$ cat src/irq_prio_params.svh
// Constants for the eight-source interrupt prioritizer
`ifndef IRQ_PRIO_PARAMS_SVH
`define IRQ_PRIO_PARAMS_SVH
`define NUM_SOURCES 8
`define NUM_LEVELS 4
`define VEC_ADDR_W 16
`define VEC_BASE 16'h0003
`define VEC_STRIDE 16'h0008
`define SRC_EXT0 0
`define SRC_TIMER0 1
`define SRC_EXT1 2
`define SRC_TIMER1 3
`define SRC_SERIAL 4
`define SRC_TIMER2 5
`define SRC_EXT2 6
`define SRC_EXT3 7
`endif

$ cat src/irq_prio_pkg.sv
// Types for the eight-source interrupt prioritizer
package irq_prio_pkg;
    typedef enum logic [1:0] {
        ST_IDLE,
        ST_VECTOR
    } irq_state_t;

    // Raw request flags and external edge-mode bits from the peripherals
    typedef struct packed {
        logic [3:0] ext_flag;
        logic [3:0] ext_edge_mode;
        logic timer0_overflow_flag;
        logic timer1_overflow_flag;
        logic timer2_overflow_flag;
        logic timer2_external_flag;
        logic serial_receive_done;
        logic serial_transmit_done;
    } irq_sources_t;

    // Hardware clear strobes returned to the peripherals
    typedef struct packed {
        logic [3:0] ext_clear;
        logic timer0_clear;
        logic timer1_clear;
    } irq_clears_t;

    typedef struct packed {
        irq_state_t state;
        logic [3:0] active_levels;
        logic vector_req;
        logic [15:0] vector_addr;
        logic [2:0] vector_src;
        irq_clears_t clears;
    } irq_regs_t;
endpackage

$ cat src/irq_level_pick.sv
// Priority level and poll-order selector for pending sources
`timescale 1ns/1ps
`include "irq_prio_params.svh"
module irq_level_pick
    import irq_prio_pkg::*;
#(
    parameter int N = `NUM_SOURCES
) (
    input wire logic [N-1:0] pending,
    input wire logic [N-1:0] prio_hi,
    input wire logic [N-1:0] prio_lo,
    output logic found,
    output logic [1:0] level,
    output logic [$clog2(N)-1:0] index
);
    // Elaboration guard: a single source leaves nothing to arbitrate
    if (N < 2) begin : g_bad_count
        $error("irq_level_pick needs at least two sources");
    end

    // Highest level wins; lower index wins a tie
    always_comb begin
        logic [1:0] lv;
        lv = 2'h0;
        found = 1'b0;
        level = 2'h0;
        index = '0;
        for (int i = 0; i < N; i++) begin
            lv = {prio_hi[i], prio_lo[i]};
            if (pending[i] && (!found || lv > level)) begin
                found = 1'b1;
                level = lv;
                index = i[$clog2(N)-1:0];
            end
        end
    end
endmodule

$ cat src/irq_prioritizer.sv
// Eight-source interrupt prioritizer with vectoring and nesting
`timescale 1ns/1ps
`include "irq_prio_params.svh"
// How it works
// - Eight sources exist, each with its own fixed vector address.
// - Each source has an enable bit, and a cleared bit blocks it.
// - The global enable bit blocks every source while it is clear.
// - Priority is two bits, high bit and low bit, from level 0 to level 3.
// - A routine in service is never preempted by a lower level request.
// - Of simultaneous requests, the higher level goes first.
// - Equal levels are resolved by fixed poll order ext0 first, ext3 last.
// - Vectors run from 0003H to 003BH, eight bytes apart in poll order.
// - The serial request is receive OR transmit done, never auto-cleared.
// - The timer 2 request is overflow OR external flag, never auto-cleared.
// - External flags are cleared on vectoring only in edge mode.
// - Timer 0 and timer 1 overflow flags are cleared on vectoring.
module irq_prioritizer
    import irq_prio_pkg::*;
#(
    parameter int N = `NUM_SOURCES
) (
    input wire logic ref_clk,
    input wire logic rstn,
    input wire irq_sources_t sources,
    input wire logic global_irq_enable,
    input wire logic [7:0] source_enable_reg,
    input wire logic [7:0] priority_low_reg,
    input wire logic [7:0] priority_high_reg,
    input wire logic vector_ack,
    input wire logic irq_return,
    output logic vector_req,
    output logic [15:0] vector_addr,
    output logic [2:0] vector_src,
    output logic [3:0] active_levels,
    output irq_clears_t clears
);
    // Elaboration guard: indices and vectors are sized for eight sources
    if (N != `NUM_SOURCES) begin : g_bad_count
        $error("irq_prioritizer serves exactly eight sources");
    end

    irq_regs_t r;
    irq_regs_t next_r;
    logic [N-1:0] request;
    logic [N-1:0] pending;
    logic found;
    logic [1:0] win_level;
    logic [2:0] win_index;
    logic [1:0] cur_level;
    logic any_active;

    // Request vector in poll order
    always_comb begin
        request = '0;
        request[`SRC_EXT0] = sources.ext_flag[0];
        request[`SRC_TIMER0] = sources.timer0_overflow_flag;
        request[`SRC_EXT1] = sources.ext_flag[1];
        request[`SRC_TIMER1] = sources.timer1_overflow_flag;
        request[`SRC_SERIAL] = sources.serial_receive_done
            | sources.serial_transmit_done;
        request[`SRC_TIMER2] = sources.timer2_overflow_flag
            | sources.timer2_external_flag;
        request[`SRC_EXT2] = sources.ext_flag[2];
        request[`SRC_EXT3] = sources.ext_flag[3];
    end

    // Gate by per-source and global enables
    assign pending = request & source_enable_reg & {N{global_irq_enable}};

    irq_level_pick #(
        .N(N)
    ) u_pick (
        .pending(pending),
        .prio_hi(priority_high_reg),
        .prio_lo(priority_low_reg),
        .found(found),
        .level(win_level),
        .index(win_index)
    );

    // Highest level currently in service
    always_comb begin
        any_active = |r.active_levels;
        cur_level = 2'h0;
        for (int l = 0; l < `NUM_LEVELS; l++) begin
            if (r.active_levels[l]) begin
                cur_level = l[1:0];
            end
        end
    end

    // Arbitration, vectoring and level tracking
    always_comb begin
        next_r = r;
        next_r.clears = '0;
        case (r.state)
            ST_IDLE: begin
                // Only a strictly higher level may nest
                if (found && (!any_active || win_level > cur_level)) begin
                    next_r.state = ST_VECTOR;
                    next_r.vector_req = 1'b1;
                    next_r.vector_src = win_index;
                    next_r.vector_addr = `VEC_BASE
                        + (`VEC_STRIDE * {13'h0000, win_index});
                end else if (irq_return && any_active) begin
                    next_r.active_levels[cur_level] = 1'b0;
                end
            end
            ST_VECTOR: begin
                if (vector_ack) begin
                    next_r.state = ST_IDLE;
                    next_r.vector_req = 1'b0;
                    next_r.active_levels[{priority_high_reg[r.vector_src],
                        priority_low_reg[r.vector_src]}] = 1'b1;
                    case (r.vector_src)
                        3'(`SRC_EXT0):
                            next_r.clears.ext_clear[0] = sources.ext_edge_mode[0];
                        3'(`SRC_EXT1):
                            next_r.clears.ext_clear[1] = sources.ext_edge_mode[1];
                        3'(`SRC_EXT2):
                            next_r.clears.ext_clear[2] = sources.ext_edge_mode[2];
                        3'(`SRC_EXT3):
                            next_r.clears.ext_clear[3] = sources.ext_edge_mode[3];
                        3'(`SRC_TIMER0): next_r.clears.timer0_clear = 1'b1;
                        3'(`SRC_TIMER1): next_r.clears.timer1_clear = 1'b1;
                        default: next_r.clears = '0;
                    endcase
                end
            end
            default: begin
                next_r.state = ST_IDLE;
            end
        endcase
    end

    // State register
    always_ff @(posedge ref_clk or negedge rstn) begin
        if (!rstn) begin
            r <= '0;
        end else begin
            r <= next_r;
        end
    end

    assign vector_req = r.vector_req;
    assign vector_addr = r.vector_addr;
    assign vector_src = r.vector_src;
    assign active_levels = r.active_levels;
    assign clears = r.clears;

    // Assertions
    property p_gate_global;
        @(posedge ref_clk) disable iff (!rstn)
        (r.state == ST_IDLE && !global_irq_enable) |=> !vector_req;
    endproperty
    a_gate_global: assert property (p_gate_global)
        else $error("vector without global enable");

    property p_gate_source;
        @(posedge ref_clk) disable iff (!rstn)
        $rose(vector_req) |-> $past(source_enable_reg[win_index]);
    endproperty
    a_gate_source: assert property (p_gate_source)
        else $error("disabled source vectored");

    property p_vec_addr;
        @(posedge ref_clk) disable iff (!rstn)
        vector_req |-> vector_addr == 16'h0003 + 16'h0008 * {13'h0000, vector_src};
    endproperty
    a_vec_addr: assert property (p_vec_addr)
        else $error("wrong vector address");

    property p_ext0_first;
        @(posedge ref_clk) disable iff (!rstn)
        $rose(vector_req) && $past(pending[0] && priority_high_reg[0] && priority_low_reg[0])
            |-> vector_src == 3'h0;
    endproperty
    a_ext0_first: assert property (p_ext0_first)
        else $error("poll order broken");

    property p_no_same_level;
        @(posedge ref_clk) disable iff (!rstn)
        $rose(vector_req) |-> !$past(any_active) || $past(win_level) > $past(cur_level);
    endproperty
    a_no_same_level: assert property (p_no_same_level)
        else $error("preempted by equal or lower");

    property p_level_mark;
        @(posedge ref_clk) disable iff (!rstn)
        (vector_req && vector_ack) |=> active_levels != 4'h0;
    endproperty
    a_level_mark: assert property (p_level_mark)
        else $error("level not marked");

    property p_timer0_clear;
        @(posedge ref_clk) disable iff (!rstn)
        (vector_req && vector_ack && vector_src == 3'h1) |=> clears.timer0_clear;
    endproperty
    a_timer0_clear: assert property (p_timer0_clear)
        else $error("timer0 flag not cleared");

    property p_timer1_clear;
        @(posedge ref_clk) disable iff (!rstn)
        (vector_req && vector_ack && vector_src == 3'h3) |=> clears.timer1_clear;
    endproperty
    a_timer1_clear: assert property (p_timer1_clear)
        else $error("timer1 flag not cleared");

    property p_serial_noclear;
        @(posedge ref_clk) disable iff (!rstn)
        (vector_req && vector_ack && vector_src == 3'h4) |=> clears == '0;
    endproperty
    a_serial_noclear: assert property (p_serial_noclear)
        else $error("serial flag cleared");

    property p_ext_level_keep;
        @(posedge ref_clk) disable iff (!rstn)
        (vector_req && vector_ack && vector_src == 3'h2 && !sources.ext_edge_mode[1])
            |=> !clears.ext_clear[1];
    endproperty
    a_ext_level_keep: assert property (p_ext_level_keep)
        else $error("level ext cleared");

    c_vector: cover property (@(posedge ref_clk) disable iff (!rstn) vector_req && vector_ack);
    c_nest: cover property (@(posedge ref_clk) disable iff (!rstn) $countones(active_levels) == 2);
    c_return: cover property (@(posedge ref_clk) disable iff (!rstn) irq_return && any_active);
endmodule

$ cat config.mk
export PLATFORM = sky130hd
export DESIGN_NAME = irq_prioritizer
export DESIGN_NICKNAME = d
export VERILOG_FILES = /design/src/irq_prio_pkg.sv /design/src/irq_level_pick.sv /design/src/irq_prioritizer.sv
export VERILOG_INCLUDE_DIRS = /design/src
export SDC_FILE = /design/constraint.sdc
export NUM_CORES = 1
export LEC_CHECK = 0
export BUFFER_PORTS_ARGS = -buffer_cell sky130_fd_sc_hd__buf_2
export CELL_PAD_IN_SITES_DETAIL_PLACEMENT = 1
export CELL_PAD_IN_SITES_GLOBAL_PLACEMENT = 1
export CORE_MARGIN = 2
export CORE_UTILIZATION = 33
export CTS_BUF_LIST = sky130_fd_sc_hd__clkbuf_2
export CTS_CLUSTER_SIZE = 16
export DETAILED_ROUTE_END_ITERATION = 10
export PLACE_DENSITY_LB_ADDON = 0.3
export SLEW_MARGIN = 20
export SYNTH_ARGS = -nofsm -noshare
export SYNTH_HDL_FRONTEND = slang
export SYNTH_SLANG_ARGS = --single-unit
$ cat constraint.sdc
create_clock -name ref_clk -period 2.1 [get_ports ref_clk]
set_input_delay 0.105 -clock ref_clk [delete_from_list [all_inputs] [get_ports ref_clk]]
set_output_delay 0.105 -clock ref_clk [all_outputs]
set_load 0.01 [all_outputs]
After elaboration in Yosys (flattened, before gate mapping)
Index checks and enable logic that the tools add are counted.
{"block": "totals", "out_inout_bits": 30, "reg_bits": 32}
{"block": "op_classes", "n_reduce_logical": 35, "order_cmp": 13, "add_sub_neg": 1, "eq_ne": 10, "mux": 49, "n_bitwise": 7}
{"cell": "$mux W2", "count": 13}
{"cell": "$mux W1", "count": 20}
{"cell": "$mux W20", "count": 1}
{"cell": "$and A8 B8 Y8", "count": 2}
{"cell": "$gt A2 B2 Y1", "count": 8}
{"cell": "$mux W3", "count": 4}
{"cell": "$mux W6", "count": 2}
{"cell": "$logic_and A1 B1 Y1", "count": 11}
{"cell": "$pmux W5 S2", "count": 1}
{"cell": "$logic_not A1 Y1", "count": 8}
{"cell": "$logic_or A1 B1 Y1", "count": 8}
{"cell": "$mux W4", "count": 2}
{"cell": "$ne A2 B2 Y1 const B", "count": 4}
{"cell": "$add A2 B6 Y7 const A", "count": 1}
{"cell": "$mux W7", "count": 1}
{"cell": "$bmux W1 S3", "count": 2}
{"cell": "$eq A3 B2 Y1 const B", "count": 2}
{"cell": "$eq A3 B3 Y1 const B", "count": 2}
{"cell": "$lt A2 B3 Y1 const B", "count": 2}
{"cell": "$and A4 B4 Y4", "count": 1}
{"cell": "$demux W1 S2", "count": 2}
{"cell": "$ge A2 B1 Y1 const B", "count": 2}
{"cell": "$lt A3 B4 Y1 const B", "count": 1}
{"cell": "$not A4 Y4", "count": 1}
{"cell": "other kinds (12)", "count": 14}

Depth between registers and ports, before layout
{"block": "depth", "depth_word": 37, "mapped_depth": 53}

By module
Synthesis repeated with hierarchy kept, for this count alone.
{"block": "unflattened", "cells_unflattened": 233, "area_unflattened_um2": 1976.9}
{"mod": "irq_prioritizer", "cells_per_inst": 122, "instances": 1, "area_each_um2": 1183.6}
{"mod": "irq_level_pick", "cells_per_inst": 111, "instances": 1, "area_each_um2": 793.3}

Least setup slack after synthesis
Ideal clock, no wire load.
{"block": "synth_timing", "path_kind": "input port to flip-flop", "startpoint": "input sources[10] (netlist bit)", "endpoint": "register r, in the netlist vector_src[1]", "arrival_time_ns": 9.996, "path_buffers": 1, "cell_stages": 51, "setup_slack_ns": -8.015, "setup_time_ns": 0.119, "path_cell_list": "and3_1 > clkbuf_1 > nand2_1 > ha_1 > nor2b_1 > o21ai_0 > o211a_1 > nor2_1 > ha_1 > nor2b_1 > a2bb2oi_1 > o21a_1 > o31ai_1 > ha_1 > nor2b_1 > a2bb2oi_1 > o2111a_1 > o21a_1 > [... 15 more ...] > nand2_1 > o21ai_0 > a21oi_1 > and2_1 > a21oi_1 > ha_1 > nor2b_1 > o21ai_0 > o22ai_1 > inv_1 > mux2_2 > a31o_2 > ha_1 > nor2b_1 > o21ai_0 > a211oi_1 > o311ai_0 > o21a_1"}
{"block": "synth_via", "elab_chain_len": 35, "elab_cells_between_ends": 56, "cone_classes": "order compare (8); mux (22); bitwise (2); reduce/logical (24)"}
{"element": "start: declaration", "line_no": "irq_prioritizer.sv:24", "source": "input wire irq_sources_t sources,"}
{"element": "$and A8 B8 Y8 (*) (2 in a row)", "line_no": "irq_prioritizer.sv:68", "source": "assign pending = request & source_enable_reg & {N{global_irq_enable}};"}
{"element": "$mux W2 / $mux W1 (equally long branches)", "line_no": "irq_level_pick.sv:30", "source": "if (pending[i] && (!found || lv > level)) begin"}
{"element": "$gt A2 B2 Y1 / $logic_not A1 Y1 (equally long branches)", "line_no": "irq_level_pick.sv:30"}
{"element": "$logic_or A1 B1 Y1", "line_no": "irq_level_pick.sv:30"}
{"element": "$logic_and A1 B1 Y1", "line_no": "irq_level_pick.sv:30"}
{"element": "$mux W2 / $mux W1 (equally long branches)", "line_no": "irq_level_pick.sv:30"}
{"element": "$gt A2 B2 Y1 / $logic_not A1 Y1 (equally long branches)", "line_no": "irq_level_pick.sv:30"}
{"element": "$logic_or A1 B1 Y1", "line_no": "irq_level_pick.sv:30"}
{"element": "[... 18 more ...]"}
{"element": "$gt A2 B2 Y1 / $logic_not A1 Y1 (equally long branches)", "line_no": "irq_level_pick.sv:30"}
{"element": "$logic_or A1 B1 Y1", "line_no": "irq_level_pick.sv:30"}
{"element": "$logic_and A1 B1 Y1", "line_no": "irq_level_pick.sv:30"}
{"element": "$mux W2", "line_no": "irq_level_pick.sv:30"}
{"element": "$gt A2 B2 Y1", "line_no": "irq_prioritizer.sv:99", "source": "if (found && (!any_active || win_level > cur_level)) begin"}
{"element": "$logic_or A1 B1 Y1", "line_no": "irq_prioritizer.sv:99"}
{"element": "$logic_and A1 B1 Y1", "line_no": "irq_prioritizer.sv:99"}
{"element": "$reduce_and A2 Y1 (no source line)"}
{"element": "end signal: assignment", "line_no": "irq_prioritizer.sv:141", "source": "r <= next_r;"}
{"element": "end: declaration", "line_no": "irq_prioritizer.sv:42", "source": "irq_regs_t r;"}
Mark *: on every way between the ends. The rest lies on a longest branch, timed or not.
A chain may end at the register's enable or synchronous reset.

Worst setup path in the final report
{"block": "layout_timing", "startpoint": "input sources[10] (netlist bit)", "endpoint": "register r, in the netlist vector_src[2]"}
The elaborated chain is that of the path after synthesis.

==> results_dict.tcl <==
set metrics [dict create \
    syn2layout_area_growth_pct 72.92 \
    nets 411 \
    dp_slack_ns -7.263 \
    cts_buffer_depth 2 \
    fin_crit_ns 8.876 \
    synth_ff_type "dfrtp_1" \
    synth_edf_count 0 \
    cp_max_fo 5 \
    grt_overflow 0 \
    synthesis.instances 226 \
    slowest_delay_ns 0.32 \
    avgRoutedWirePerCell_um 18.37 \
    yosys_warnings 0 \
    initial_core_util_pct 33.86 \
    final_max_slew_viol_count 0 \
    ios 73 \
    timing.rr.start "active_levels[2]$_DFFE_PN0P_" \
    async_flop_share_pct 100.0 \
    power_density_nw_per_um2 718.1 \
    root_buffer "clkbuf_2" \
    hpwl_um 4892 \
    setup_slack_ns -6.776 \
    numPortBuffers 61 \
    fin_crit_sh_pct 422.7 \
    clk_pin_slew_ns 0.16 \
    whs_ns -0.006428 \
    failed_checks "negative hold slack, negative setup slack" \
    ant_nets 0 \
    holdCritPathClass "in2reg" \
    setup_violations 10 \
    layout_commonest_cell "buf_4" \
    n_antenna_cell 0 \
    grt_max_degree 17 \
    end_kind "register" \
    wirelength_um 7770 \
    dr.pass1.iters 4 \
    crit_top_cell "nor2b_4" \
    drt-vias-per-instance 5.215 \
    synth-seq-cells 16 \
    cp_data_arrival_time_ns 9.13 \
    run_status "finished, violations left" \
    dieArea_um2 6231 \
    fin_worst_skew_ns 0.005304 \
    max_freq_mhz 112.7 \
    drt_iter0_drc 83 \
    layout_common_cells "buf_4 (80), buf_2 (58), nand2_1 (16), dfrtp_1 (16), inv_1 (14)" \
    timing.critical_path.from "sources[10]" \
    worst_path_max_delay_cell "ha_1" \
    finalPower_mw 2.301 \
    syn_area_um2 1853 \
    start_kind "input pin" \
    ys_seq_area_share_pct 21.61 \
    drive_gt1_share_pct 63.82 \
    rsz0062_at_grt "yes" \
    vias 2206 \
    die_x_um 78.94 \
    grt_pass1_vias 2290 \
    power.ir.vdd_worst_uv 303.2 \
    synth_cell_types 47 \
    grt_pass1_wl_um 10480 \
    die_h_um 78.94 \
    numCtsBuffers 3 \
    cts.sinks 16 \
    required_ns 2.35 \
    final-hold-violation-count 1 \
    critPathKind "in2reg" \
    core-area_um2 5473 \
    grt_usage_pct 20.71 \
    gp_congestion 0.8596 \
    drv_cap 0 \
    clk_latency_ns 0.32 \
    antenna_found_initial 0 \
    cts_tree "built" \
    rows 27 \
    drc_errors 0 \
    htreeDepth 1 \
    syn_area_per_cell_um2 8.199 \
    worstHoldStart "sources[6]" \
    power.leakage_nw 1.549 \
]
## cells by family (layout without fill, tap and decap cells)
group,after synthesis,after routing,synth area share [%]
flip-flops,16,16,21.61
adder cells (fa/ha/maj),16,16,10.80
other,1,11,0.2024
buffers and inverters,49,164,16.00
multiplexers,7,7,6.685
AND/OR/NAND/NOR,75,75,20.46
AO/OA/AOI/OAI,62,62,24.24
## final cells by class
| type | instances | area [um^2] |
|---|---|---|
| clock buffers | 3 | 15.01 |
| clock inverters | 1 | 3.754 |
| fillers | 671 | 2268 |
| inverters | 15 | 56.30 |
| multi-input cells | 171 | 1672 |
| flip-flops and latches | 16 | 400.4 |
| well taps | 72 | 90.09 |
| repair buffers | 145 | 967.2 |
## layer usage
metal / up-vias / track usage, % / wire (um)
met4: 0 / 4.310 / 171
met1: 1087 / 25.26 / 2883
met2: 75 / 39.40 / 4404
li1: 1030 / - / -
met3: 14 / 1.932 / 311
met5: - / 0 / 0
## power breakdown
| part | switching [mW] | internal, mW |
|---|---|---|
| registers | 0.158 | 0.395 |
| logic | 0.768 | 0.832 |
| clock network | 0.107 | 0.0413 |
| total | 1.03 | 1.27 |
## sequential cells by signal (all words and copies together), names as in the netlist
name and cells:
clears 6, active_levels 4, vector_src 3, r 1, vector_addr 1, vector_req 1
## cell usage after synthesis, types with 2 or more instances
master / count / area (um^2)
dfrtp_1: 16 / 400.4
a311oi_1: 2 / 17.52
o2111a_1: 2 / 22.52
mux2_2: 3 / 33.78
nor2b_1: 9 / 56.30
and3_1: 2 / 12.51
mux4_2: 4 / 90.09
inv_1: 15 / 56.30
a2bb2oi_1: 2 / 17.52
o21ai_0: 11 / 55.05
nor3_1: 2 / 10.01
buf_4: 30 / 225.2
nor2_1: 13 / 48.80
o211a_1: 2 / 20.02
o31ai_1: 2 / 15.01
nor3b_1: 2 / 15.01
clkbuf_1: 3 / 11.26
ha_1: 16 / 200.2
and2_1: 4 / 25.02
nand3_1: 6 / 30.03
nand2_1: 22 / 82.58
a21o_1: 3 / 22.52
a31oi_1: 3 / 18.77
nand2b_1: 4 / 25.02
nand4_1: 4 / 25.02
a21oi_1: 10 / 50.05
nor4b_1: 2 / 17.52
o21a_1: 4 / 30.03
a211oi_1: 4 / 30.03
or2_2: 3 / 18.77
o22ai_1: 2 / 12.51
o211ai_1: 4 / 30.03
## worst max-delay path, delay by kind of cell
family	cells	cell delay [ns]
AOI/OAI and AO/OA	23	4.03
buffers and inverters	3	0.37
muxes	1	0.30
and+or+nand+nor	18	2.30
adders and majority gates	8	2.02
## timing repair
item | 4_1_cts | 5_1_grt
buffers inserted | 10 | 8
hold buffers | 2 | 0
resized for setup | 23 | 41
endpoints found under the hold margin | 17 | 0
pin swaps | 20 | 31
endpoints found under the setup margin | 10 | 10
cloned | 0 | 0
## final timing paths
| path | slack (ns) | cells past startpoint | end |
|---|---|---|---|
| max | -6.78 | 53 | vector_src[2]$_DFFE_PN0P_ |
| min | -0.006 | 3 | clears[2]$_DFF_PN0_ |
| max reg2reg | 0.14 | 9 | vector_src[2]$_DFFE_PN0P_ |
| min reg2reg | 0.52 | 1 | vector_addr[1]$_DFFE_PN0P_ |
| max in group asynchronous | 1.65 | 2 | vector_req$_DFFE_PN0P_ |
| min in group asynchronous | 0.19 | 2 | clears[3]$_DFF_PN0_ |
## per-stage QoR
stage / util, % / TNS [ns] / hold slack, ns / instances / area (um^2)
3_3_place_gp: 49.36 / -68.37 / 0.02835 / 400 / 2701
3_5_place_dp: 49.36 / -71.40 / 0.03375 / 400 / 2701
5_1_grt: 58.55 / -70.69 / 0.02127 / 423 / 3204
2_1_floorplan: - / -66.27 / -0.1906 / 236 / 2068
4_1_cts: 53.20 / -64.82 / 0.007688 / 416 / 2912
6_report: 58.55 / -66.67 / -0.006428 / 423 / 3204
No activity file was read; power rests on OpenSTA's default activity.
